===== config.mk =====
export PLATFORM = sky130hd
export DESIGN_NAME = jlp_profiler
export DESIGN_NICKNAME = d
export VERILOG_FILES = /design/src/verilog/jlp_pkg.sv /design/src/verilog/jlp_profiler.sv /design/src/verilog/jlp_tick.sv
export SDC_FILE = /design/constraint.sdc
export NUM_CORES = 2
export LEC_CHECK = 0
export BUFFER_PORTS_ARGS = -buffer_cell sky130_fd_sc_hd__buf_2
export CORE_MARGIN = 1.5
export CORE_UTILIZATION = 66
export CTS_CLUSTER_SIZE = 24
export DETAILED_ROUTE_END_ITERATION = 8
export PLACE_DENSITY = 0.85
export RECOVER_POWER = 100
export SLEW_MARGIN = 25
export SYNTH_ARGS = -nofsm -noshare
export SYNTH_HDL_FRONTEND = slang
export SYNTH_HIERARCHICAL = 1
export SYNTH_SLANG_ARGS = --single-unit

===== constraint.sdc =====
create_clock -name clk -period 36.7 [get_ports clk]
set_clock_uncertainty 0.1 [all_clocks]
set_input_delay 1.835 -clock clk [delete_from_list [all_inputs] [get_ports clk]]
set_output_delay 1.835 -clock clk [all_outputs]
set_load 0.1 [all_outputs]

===== src/verilog/jlp_pkg.sv =====
`default_nettype none
package jlp_pkg;
  // ==========================================================
  // Clock and update timing
  localparam int CLK_PERIOD_NS = 50;
  localparam int CLK_HZ = 1_000_000_000 / CLK_PERIOD_NS;
  // Profile updates run at 2**TICK_SHIFT per second, nominal
  localparam int TICK_SHIFT = 10;
  // Longest period rounds down to whole cycles
  localparam int TICK_DIV = CLK_HZ >> TICK_SHIFT;
  // Jerk parameter is in hundredths of acceleration per second
  localparam int JERK_SCALE = 100;

  // ==========================================================
  // Register offsets (word index on the plain register port)
  localparam logic [2:0] OFS_ACCEL = 3'h0;
  localparam logic [2:0] OFS_DECEL = 3'h1;
  localparam logic [2:0] OFS_JERK = 3'h2;
  localparam logic [2:0] OFS_VSTART = 3'h3;
  localparam logic [2:0] OFS_VTARGET = 3'h4;
  localparam logic [2:0] OFS_CTRL = 3'h5;
  localparam logic [2:0] OFS_STATUS = 3'h6;
  localparam logic [2:0] OFS_SPEED = 3'h7;

  // Field positions
  localparam int CTRL_GO_BIT = 0;
  localparam int CTRL_STOP_BIT = 1;
  localparam int STAT_BUSY_BIT = 0;
  localparam int STAT_TRAP_BIT = 1;
  localparam int STAT_DOWN_BIT = 2;

  // Reset values
  localparam logic [31:0] RST_ACCEL = 32'h0000_0000;
  localparam logic [31:0] RST_JERK = 32'h0000_0000;
  localparam logic [31:0] RST_SPEED = 32'h0000_0000;

  typedef enum {
    JLP_IDLE,
    JLP_LOAD,
    JLP_CONST,
    JLP_UP,
    JLP_HOLD,
    JLP_DOWN
  } jlp_state_t;
endpackage
`default_nettype wire


===== src/verilog/jlp_profiler.sv =====
// Added by the designer: the register addresses and strobed register access.
`timescale 1ns/1ps
`default_nettype none
module jlp_profiler #(
  parameter int AW = 24,
  parameter int VW = 20,
  parameter int JW = 16,
  parameter int TICK_DIV = jlp_pkg::TICK_DIV
) (
  // Clock and reset
  input wire logic clk,
  input wire logic rst_n,
  // Register port
  input wire logic [2:0] reg_addr,
  input wire logic [31:0] reg_wdata,
  input wire logic reg_wr,
  input wire logic reg_rd,
  output logic [31:0] reg_rdata,
  // Motion outputs
  output logic step_pulse,
  output logic [VW-1:0] step_rate,
  output logic busy
);
  localparam int PW = 48;
  localparam int SH = 2 * jlp_pkg::TICK_SHIFT;
  localparam int PH = 26;

  jlp_pkg::jlp_state_t state_r;
  logic [AW-1:0] accel_r, decel_r;
  logic [JW-1:0] jerk_r;
  logic [VW-1:0] vstart_r, vtarget_r, goal_r;
  logic go_r, dir_dn_r, trap_r, tick;
  logic [PW-1:0] j_r, amax_r, acc_r, prog_r, dv_r, half_r, p1_r, base_r;
  logic [PW-1:0] spd_s;
  logic [AW-1:0] rate_sel;
  logic [JW+AW-1:0] jprod;
  logic [PH-1:0] ph_r;

  jlp_tick #(.DIV(TICK_DIV)) u_tick (
    .clk(clk),
    .rst_n(rst_n),
    .tick(tick)
  );

  // ==========================================================
  // Register writes; go/stop are one-cycle commands
  always_ff @(posedge clk) begin
    if (!rst_n) begin
      accel_r <= AW'(jlp_pkg::RST_ACCEL);
      decel_r <= AW'(jlp_pkg::RST_ACCEL);
      jerk_r <= JW'(jlp_pkg::RST_JERK);
      vstart_r <= VW'(jlp_pkg::RST_SPEED);
      vtarget_r <= VW'(jlp_pkg::RST_SPEED);
      goal_r <= VW'(jlp_pkg::RST_SPEED);
      go_r <= 1'b0;
    end else begin
      go_r <= 1'b0;
      if (reg_wr) begin
        unique case (reg_addr)
          jlp_pkg::OFS_ACCEL: accel_r <= reg_wdata[AW-1:0];
          jlp_pkg::OFS_DECEL: decel_r <= reg_wdata[AW-1:0];
          jlp_pkg::OFS_JERK: jerk_r <= reg_wdata[JW-1:0];
          jlp_pkg::OFS_VSTART: vstart_r <= reg_wdata[VW-1:0];
          jlp_pkg::OFS_VTARGET: vtarget_r <= reg_wdata[VW-1:0];
          jlp_pkg::OFS_CTRL: begin
            // Stop wins when both bits are set
            if (reg_wdata[jlp_pkg::CTRL_STOP_BIT]) begin
              goal_r <= vstart_r;
              go_r <= 1'b1;
            end else if (reg_wdata[jlp_pkg::CTRL_GO_BIT]) begin
              goal_r <= vtarget_r;
              go_r <= 1'b1;
            end
          end
          default: ;
        endcase
      end
    end
  end

  // ==========================================================
  // Register reads, data one cycle after the strobe
  always_ff @(posedge clk) begin
    if (!rst_n) begin
      reg_rdata <= 32'h0;
    end else if (reg_rd) begin
      unique case (reg_addr)
        jlp_pkg::OFS_ACCEL: reg_rdata <= 32'(accel_r);
        jlp_pkg::OFS_DECEL: reg_rdata <= 32'(decel_r);
        jlp_pkg::OFS_JERK: reg_rdata <= 32'(jerk_r);
        jlp_pkg::OFS_VSTART: reg_rdata <= 32'(vstart_r);
        jlp_pkg::OFS_VTARGET: reg_rdata <= 32'(vtarget_r);
        jlp_pkg::OFS_STATUS: begin
          reg_rdata <= 32'h0;
          reg_rdata[jlp_pkg::STAT_BUSY_BIT] <= busy;
          reg_rdata[jlp_pkg::STAT_TRAP_BIT] <= trap_r;
          reg_rdata[jlp_pkg::STAT_DOWN_BIT] <= dir_dn_r;
        end
        jlp_pkg::OFS_SPEED: reg_rdata <= 32'(step_rate);
        default: reg_rdata <= 32'h0;
      endcase
    end else begin
      reg_rdata <= 32'h0;
    end
  end

  // ==========================================================
  // Phase arithmetic
  // Slowing phases take the decel rate, speeding phases the accel
  assign rate_sel = dir_dn_r ? decel_r : accel_r;
  assign jprod = jerk_r * rate_sel;
  assign spd_s = dir_dn_r ? base_r - prog_r : base_r + prog_r;

  // ==========================================================
  // Profile engine; acc_r is accel*F, prog_r is speed change*F*F
  always_ff @(posedge clk) begin
    if (!rst_n) begin
      state_r <= jlp_pkg::JLP_IDLE;
      dir_dn_r <= 1'b0;
      trap_r <= 1'b0;
      j_r <= '0;
      amax_r <= '0;
      acc_r <= '0;
      prog_r <= '0;
      dv_r <= '0;
      half_r <= '0;
      p1_r <= '0;
      base_r <= '0;
    end else begin
      unique case (state_r)
        jlp_pkg::JLP_IDLE: begin
          if (go_r) begin
            // New command restarts from the present speed
            dir_dn_r <= goal_r < step_rate;
            base_r <= PW'(step_rate) << SH;
            dv_r <= goal_r < step_rate ? PW'(step_rate - goal_r) << SH
                                       : PW'(goal_r - step_rate) << SH;
            half_r <= goal_r < step_rate ? PW'(step_rate - goal_r) << (SH - 1)
                                         : PW'(goal_r - step_rate) << (SH - 1);
            prog_r <= '0;
            acc_r <= '0;
            trap_r <= 1'b0;
            state_r <= jlp_pkg::JLP_LOAD;
          end
        end
        jlp_pkg::JLP_LOAD: begin
          j_r <= PW'(jprod / (JW+AW)'(jlp_pkg::JERK_SCALE));
          amax_r <= PW'(rate_sel) << jlp_pkg::TICK_SHIFT;
          if (dv_r == '0) begin
            state_r <= jlp_pkg::JLP_IDLE;
          end else if (jerk_r == '0) begin
            acc_r <= PW'(rate_sel) << jlp_pkg::TICK_SHIFT;
            state_r <= jlp_pkg::JLP_CONST;
          end else begin
            state_r <= jlp_pkg::JLP_UP;
          end
        end
        jlp_pkg::JLP_CONST: if (tick) begin
          // Full rate from the first update, no shaping
          if (prog_r + amax_r >= dv_r) begin
            prog_r <= dv_r;
            acc_r <= '0;
            state_r <= jlp_pkg::JLP_IDLE;
          end else begin
            prog_r <= prog_r + amax_r;
          end
        end
        jlp_pkg::JLP_UP: if (tick) begin
          if (acc_r + j_r >= amax_r) begin
            // Cap reached before midpoint: hold the rate
            acc_r <= amax_r;
            prog_r <= prog_r + amax_r;
            p1_r <= prog_r + amax_r;
            trap_r <= 1'b1;
            state_r <= jlp_pkg::JLP_HOLD;
          end else begin
            acc_r <= acc_r + j_r;
            prog_r <= prog_r + acc_r + j_r;
            p1_r <= prog_r + acc_r + j_r;
            // Midpoint reached under the cap: triangular
            if (prog_r + acc_r + j_r >= half_r) begin
              state_r <= jlp_pkg::JLP_DOWN;
            end
          end
        end
        jlp_pkg::JLP_HOLD: if (tick) begin
          // Leave the hold so the ramp-down covers what ramp-up did
          if (prog_r >= dv_r - p1_r) begin
            state_r <= jlp_pkg::JLP_DOWN;
          end else begin
            prog_r <= prog_r + amax_r;
          end
        end
        jlp_pkg::JLP_DOWN: if (tick) begin
          // Mirror of the ramp-up; final step snaps onto the goal
          if (acc_r <= j_r || prog_r + acc_r - j_r >= dv_r) begin
            prog_r <= dv_r;
            acc_r <= '0;
            state_r <= jlp_pkg::JLP_IDLE;
          end else begin
            acc_r <= acc_r - j_r;
            prog_r <= prog_r + acc_r - j_r;
          end
        end
      endcase
    end
  end

  // ==========================================================
  // Output rate and busy flag
  always_ff @(posedge clk) begin
    if (!rst_n) begin
      step_rate <= '0;
      busy <= 1'b0;
    end else begin
      step_rate <= spd_s[SH+VW-1:SH];
      busy <= state_r != jlp_pkg::JLP_IDLE;
    end
  end

  // ==========================================================
  // Step pulses: phase accumulator wraps at the clock rate
  always_ff @(posedge clk) begin
    if (!rst_n) begin
      ph_r <= '0;
      step_pulse <= 1'b0;
    end else if (ph_r + PH'(step_rate) >= PH'(jlp_pkg::CLK_HZ)) begin
      ph_r <= ph_r + PH'(step_rate) - PH'(jlp_pkg::CLK_HZ);
      step_pulse <= 1'b1;
    end else begin
      ph_r <= ph_r + PH'(step_rate);
      step_pulse <= 1'b0;
    end
  end
endmodule
`default_nettype wire


===== src/verilog/jlp_tick.sv =====
`timescale 1ns/1ps
`default_nettype none
module jlp_tick #(
  parameter int DIV = jlp_pkg::TICK_DIV
) (
  // Clock and reset
  input wire logic clk,
  input wire logic rst_n,
  // Update strobe
  output logic tick
);
  logic [31:0] cnt_r;

  // ==========================================================
  // Divider: one-cycle enable every DIV cycles
  always_ff @(posedge clk) begin
    if (!rst_n) begin
      cnt_r <= 32'h0;
      tick <= 1'b0;
    end else if (cnt_r == 32'(DIV - 1)) begin
      cnt_r <= 32'h0;
      tick <= 1'b1;
    end else begin
      cnt_r <= cnt_r + 32'h1;
      tick <= 1'b0;
    end
  end
endmodule
`default_nettype wire

# Word level (Yosys, flattened, before mapping)
# Index checks and enable logic that the tools add are counted.
[op_classes] multipliers=1 addsub=14 muxes=48 n_reduce_logical=25 div_mod_pow=1 n_bitwise=1 eq_ne=26 magnitude_cmp=8
[op_table] op="2-to-1 mux 48 bit" n=19
[op_table] op="one-hot mux 48 bit (5 select lines)" n=2
[op_table] op="2-to-1 mux 32 bit" n=10
[op_table] op="greater-or-equal comparator 48 bit" n=4
[op_table] op="one-hot mux 32 bit (6 select lines)" n=1
[op_table] op="one-hot mux 24 bit (7 select lines)" n=1
[op_table] op="adder 48 bit" n=3
[op_table] op="subtractor 48 bit" n=3
[op_table] op="== test 32 x 2 -> 1 bit (second input constant)" n=2
[op_table] op="== test 32 x 3 -> 1 bit (second input constant)" n=2
[op_table] op="adder 48 x 34 -> 48 bit" n=1
[op_table] op="divider 40 x 7 -> 48 bit (second input constant)" n=1
[op_table] op="greater-or-equal comparator 48 x 34 -> 1 bit" n=1
[op_table] op="less-or-equal comparator 48 bit" n=1
[op_table] op="logical NOT 48 bit" n=1
[op_table] op="subtractor 20 x 20 -> 21 bit" n=2
[op_table] op="adder 40 bit" n=1
[op_table] op="multiplier 16 x 24 -> 40 bit" n=1
[op_table] op="2-to-1 mux 20 bit" n=2
[op_table] op="2-to-1 mux 40 bit" n=1
[op_table] op="subtractor 40 bit" n=1
[op_table] op="adder 32 x 1 -> 32 bit (second input constant)" n=1
[op_table] op="== test 32 x 1 -> 1 bit (second input constant)" n=1
[op_table] op="== test 32 x 15 -> 1 bit (second input constant)" n=1
[op_table] op="other kinds (30)" n=61
[word_totals] output_inout_bits=54 in_bits=39 register_bits=604 elab_cells=149

# Depth between registers and ports, before layout
[logic_depth] word_depth=7 ltp_mapped=112 depth_no_buf=94

# Cells and area by module
# Netlist, hierarchy kept.
[modules_own_cells] mod="jlp_profiler" cells_each=7413 area_per_inst_um2=57019.7 seq_area_each_um2=8908.5 instances=1
[modules_own_cells] mod="jlp_tick" cells_each=185 area_per_inst_um2=1546.5 seq_area_each_um2=660.6 instances=1

# Worst setup path before layout
# No wires, ideal clock.
[synth_path] path_kind="register -> register" start="register dir_dn_r" end="register j_r[0]" t_arrival_ns=25.305 path_buffers=10 synth_period_minus_slack_ns=25.482 setup_ns=0.077 stages_incl_launch_ff=101 required_time_ns=36.523 path_slack_ns=11.218 cell_sequence="dfxtp_1 -> clkbuf_1 -> clkbuf_1 -> mux2_2 -> clkbuf_1 -> and2_1 -> fa_1 -> inv_1 -> fa_1 -> fa_1 -> inv_1 -> fa_1 -> fa_1 -> inv_1 -> fa_1 -> inv_1 -> ha_1 -> nand2_1 -> [65 not listed] -> a211o_1 -> and2_1 -> o41a_1 -> a221oi_1 -> a311o_2 -> a21oi_2 -> or3_1 -> a21oi_1 -> a21oi_1 -> or3_4 -> a221oi_2 -> o21ai_1 -> maj3_2 -> xnor2_4 -> a221o_1 -> a311oi_2 -> mux2_1 -> a41oi_2"
[synth_via] elab_chain_len=3
[synth_lines] item="from (decl)" line="jlp_profiler.sv:32" source="logic go_r, dir_dn_r, trap_r, tick;"
[synth_lines] item="from (signal assigned)" line="jlp_profiler.sv:134" source="dir_dn_r <= goal_r < step_rate;"
[synth_lines] item="2-to-1 mux 24 bit" line="jlp_profiler.sv:110" source="assign rate_sel = dir_dn_r ? decel_r : accel_r;"
[synth_lines] item="multiplier 16 x 24 -> 40 bit" line="jlp_profiler.sv:111" source="assign jprod = jerk_r * rate_sel;"
[synth_lines] item="divider 40 x 7 -> 48 bit" line="jlp_profiler.sv:147" source="j_r <= PW'(jprod / (JW+AW)'(jlp_pkg::JERK_SCALE));"
[synth_lines] item="to (signal assigned)" line="jlp_profiler.sv:147"
[synth_lines] item="to (decl)" line="jlp_profiler.sv:33" source="logic [PW-1:0] j_r, amax_r, acc_r, prog_r, dv_r, half_r, p1_r, base_r;"
# Every way passes these cells.
# A chain may end at the register's enable or synchronous reset.

# Final worst setup path
[layout_path] start="register dir_dn_r" end="register j_r[1]"
# Same word-level chain as after synthesis.

==> results.tsv <==
stage	metric	value	unit
status	outcome	complete, but fails checks	
status	violations	design-rule violations, max-capacitance violations, max-slew violations	
die	die_w	301	microns
placed_design	portBuffers	76	
die	num_io_pins	93	
timing	slew_viol_final	573	
timing	period_share	0.895	
cts	postCtsSetupBuffers	0	
setup_path	r2r_slack	3.84	ns
setup_path	reg2reg_depth	92	
routing	ant_nets	0	
hold_path	min_path_cells	2	
setup_path	critical-path-top-delay-family	compound AO/OA/AOI/OAI gates	
synth	ys_seq_elements	478	
routing	routed.top_layer	met5	
setup_path	start_kind	flip-flop	
placed_design	globalplace.congestion	0.989	
cts	htree_levels	2	
setup_path	cp.required	36.71	ns
die	start_util	0.665	
synth	syn_inst	7598	
setup_path	critical_path_buf_inv_count	5	
setup_path	crit_path_max_incr_delay	1.46	ns
synth	synth_ff_type	dfxtp_1	
finish	drive_gt1_frac	0.0518	
timing	setup_viol	0	
synth	synth-compound-area-share	0.224	
hold_path	hold_end	p1_r[39]$_SDFFE_PN0P_	
timing	fmax	0.0304	GHz
timing	rsz0062_at_grt	false	
finish	area_growth_syn_to_layout	4.77	%
synth	synth.distinct_cells	136	
setup_path	worstSetupPathType	reg -> reg	
cts	numCtsBuffers	56	
cts	cts_resized	0	
cts	clkSlewWorstSetupHoldPaths	0.06	ns
synth	synthArstFlopShare	0	
setup_path	r2r_start	dir_dn_r$_SDFFE_PN0P_	
synth	synth_xor_area_frac	0.0741	
synth	synth_top_area_cell	dfxtp_1	
routing	wl_met2	79100	microns
routing	met3_length	16700	microns
setup_path	cp_max_fo	25	
synth	synth_top_cells_by_area	dfxtp_1, ha_1, fa_1, a21oi_1, nand2_1	
setup_path	slowest_stage	dfxtp_1	
setup_path	regToRegEndpoint	j_r[1]$_SDFFE_PN0N_	
setup_path	cpMostUsedCell	fa_1	
timing	finalSetupTns	0	ns
routing	dr.pass1.iters	9	
die	die_area	0.0905	sq mm
synth	synth-adder-area-share	0.240	
die	rows	109	
synth	synth_mux_area_frac	0.0331	
cts	clk_latency	0.67	ns
hold_path	hold_path_class	reg -> reg	
finish	fin_nets	8349	
timing	max_slew_margin	-5.73	
global_route	overflow	0	
placed_design	dp_hpwl	129000	microns
synth	syn_avg_cell_area	7.71	sq um
synth	synth_edf_count	0	
die	die_h	301	microns
cts	cts_hold_buffers	0	
synth	netlist_top_cells_count	nand2_1, nor2_1, inv_1	
synth	ys_seq_area_frac	0.163	
synth	synth_top_family_by_area	adder cells	
synth	synth-simple-area-share	0.196	
routing	vias	55500	
run	maxCapViolCount	10	
routing	wire_per_inst	19.9	microns
routing	routed_via_density	6.44	
global_route	grt_max_degree	210	
global_route	grt_use_total	0.371	
routing	wl	171000	microns
synth	yosysTopAreaCellShare	0.163	
global_route	grt_pass1_vias	54600	
timing	finalHoldViolCount	0	
cts	root_buffer	clkbuf_16	
routing	wl_met1	66500	microns
synth	synth_warnings	6	
synth	yosysMostFrequentCell	nand2_1	
global_route	grt_pass1_wl	277000	microns
die	core_region_area	0.0881	sq mm
cts	cts_buffer_depth	3	
synth	syn_area	0.0586	sq mm
setup_path	arrival	32.87	ns
routing	drcViolationCount	12	
setup_path	critPathCaptureType	flip-flop	
routing	drt_iter0_drc	5705	
global_route	antenna_found_initial	11	
timing	worst_pin_slew	10.10	ns
timing	finalCriticalPeriod	32.86	ns
cts	cts_sinks	478	
cts	cts_tree	built	
hold_path	min_from	p1_r[39]$_SDFFE_PN0P_	
through the flow:
| step | area (sq um) | worst slack, ns | cells | hold WS, ns | util |
|---|---|---|---|---|---|
| 2_1_floorplan | 58600 | 11.22 | 7605 | 0.336 | - |
| 3_3_place_gp | 59300 | 6.67 | 8492 | 0.343 | 0.673 |
| 3_5_place_dp | 59400 | 6.29 | 8494 | 0.350 | 0.674 |
| 4_1_cts | 61500 | 6.15 | 8600 | 0.358 | 0.698 |
| 5_1_grt | 61400 | 1.86 | 8604 | 0.376 | 0.696 |
| 6_report | 61400 | 3.84 | 8607 | 0.357 | 0.696 |
logic make-up after synthesis:
| family | after synthesis |
|---|---|
| buffers and inverters | 1069 |
| DFF | 478 |
| and+or+nand+nor | 2493 |
| AOI/OAI and AO/OA | 1962 |
| other | 1 |
| xor gates and xnor gates | 478 |
| adders and majority gates | 933 |
| muxes | 184 |
how the worst max path moves through the flow:
stage / start / endpoint / slack, ns / cells past startpoint
2_1_floorplan: dir_dn_r$_SDFFE_PN0P_ / j_r[0]$_SDFFE_PN0N_ / 11.22 / 100
3_3_place_gp: dir_dn_r$_SDFFE_PN0P_ / j_r[0]$_SDFFE_PN0N_ / 6.67 / 92
3_5_place_dp: dir_dn_r$_SDFFE_PN0P_ / j_r[0]$_SDFFE_PN0N_ / 6.29 / 92
4_1_cts: dir_dn_r$_SDFFE_PN0P_ / j_r[0]$_SDFFE_PN0N_ / 6.15 / 92
5_1_grt: dir_dn_r$_SDFFE_PN0P_ / j_r[1]$_SDFFE_PN0N_ / 1.86 / 92
6_report: dir_dn_r$_SDFFE_PN0P_ / j_r[1]$_SDFFE_PN0N_ / 3.84 / 92
worst min-delay path, stage by stage, from the launching register on:
cell and delay (ns):
dfxtp_1 0.31, nand2_1 0.05, a21oi_1 0.05
area by class of cell:
class	count	area [sq um]
multi-input cells	6058	45000
fillers	7013	26700
flip-flops and latches	478	9570
inverters	662	2490
clock buffers	70	1550
well taps	1165	1460
repair buffers	131	701
clock inverters	36	583
diodes	7	17.5
metal layers:
metal | vias up | global-route usage
met5 | - | 0
met4 | 14 | 0.190
met3 | 664 | 0.0812
met2 | 2734 | 0.611
met1 | 26300 | 0.455
li1 | 25800 | -
registers in the layout, summed over array words and instances (netlist names), 21 cells and up:
register      count
accel_r          24
reg_rdata        24
amax_r           24
acc_r            48
j_r              34
p1_r             48
u_tick/cnt_r     32
prog_r           48
dv_r             21
decel_r          24
ph_r             26
layout by cell type, fill, tap and decap left out, types with 19 or more instances in the layout:
cell type / count
nor2_1: 774
nor2b_1: 63
a21o_1: 174
nand4_1: 76
mux2i_1: 127
or2_2: 32
a21oi_1: 657
nor4_1: 56
o21a_1: 72
o22ai_1: 29
o221ai_1: 37
xor2_1: 189
a222oi_1: 24
o21ai_1: 31
mux2_2: 44
clkbuf_1: 62
a22oi_1: 114
o21ai_0: 236
a31oi_1: 53
nand2_1: 853
ha_1: 607
a221oi_1: 19
fa_1: 316
or4_1: 20
o31ai_1: 21
and3_1: 24
clkbuf_16: 56
nand2b_1: 62
buf_4: 43
buf_2: 29
a211oi_1: 95
dfxtp_1: 478
nor3_1: 123
o21bai_1: 125
nand3_1: 95
and2_1: 183
or3_1: 34
o211ai_1: 46
xnor2_1: 275
inv_1: 661
Power is left out: the tool's default activity adds up to more than one toggle a clock period on the data nets, which glitch-free logic cannot reach.
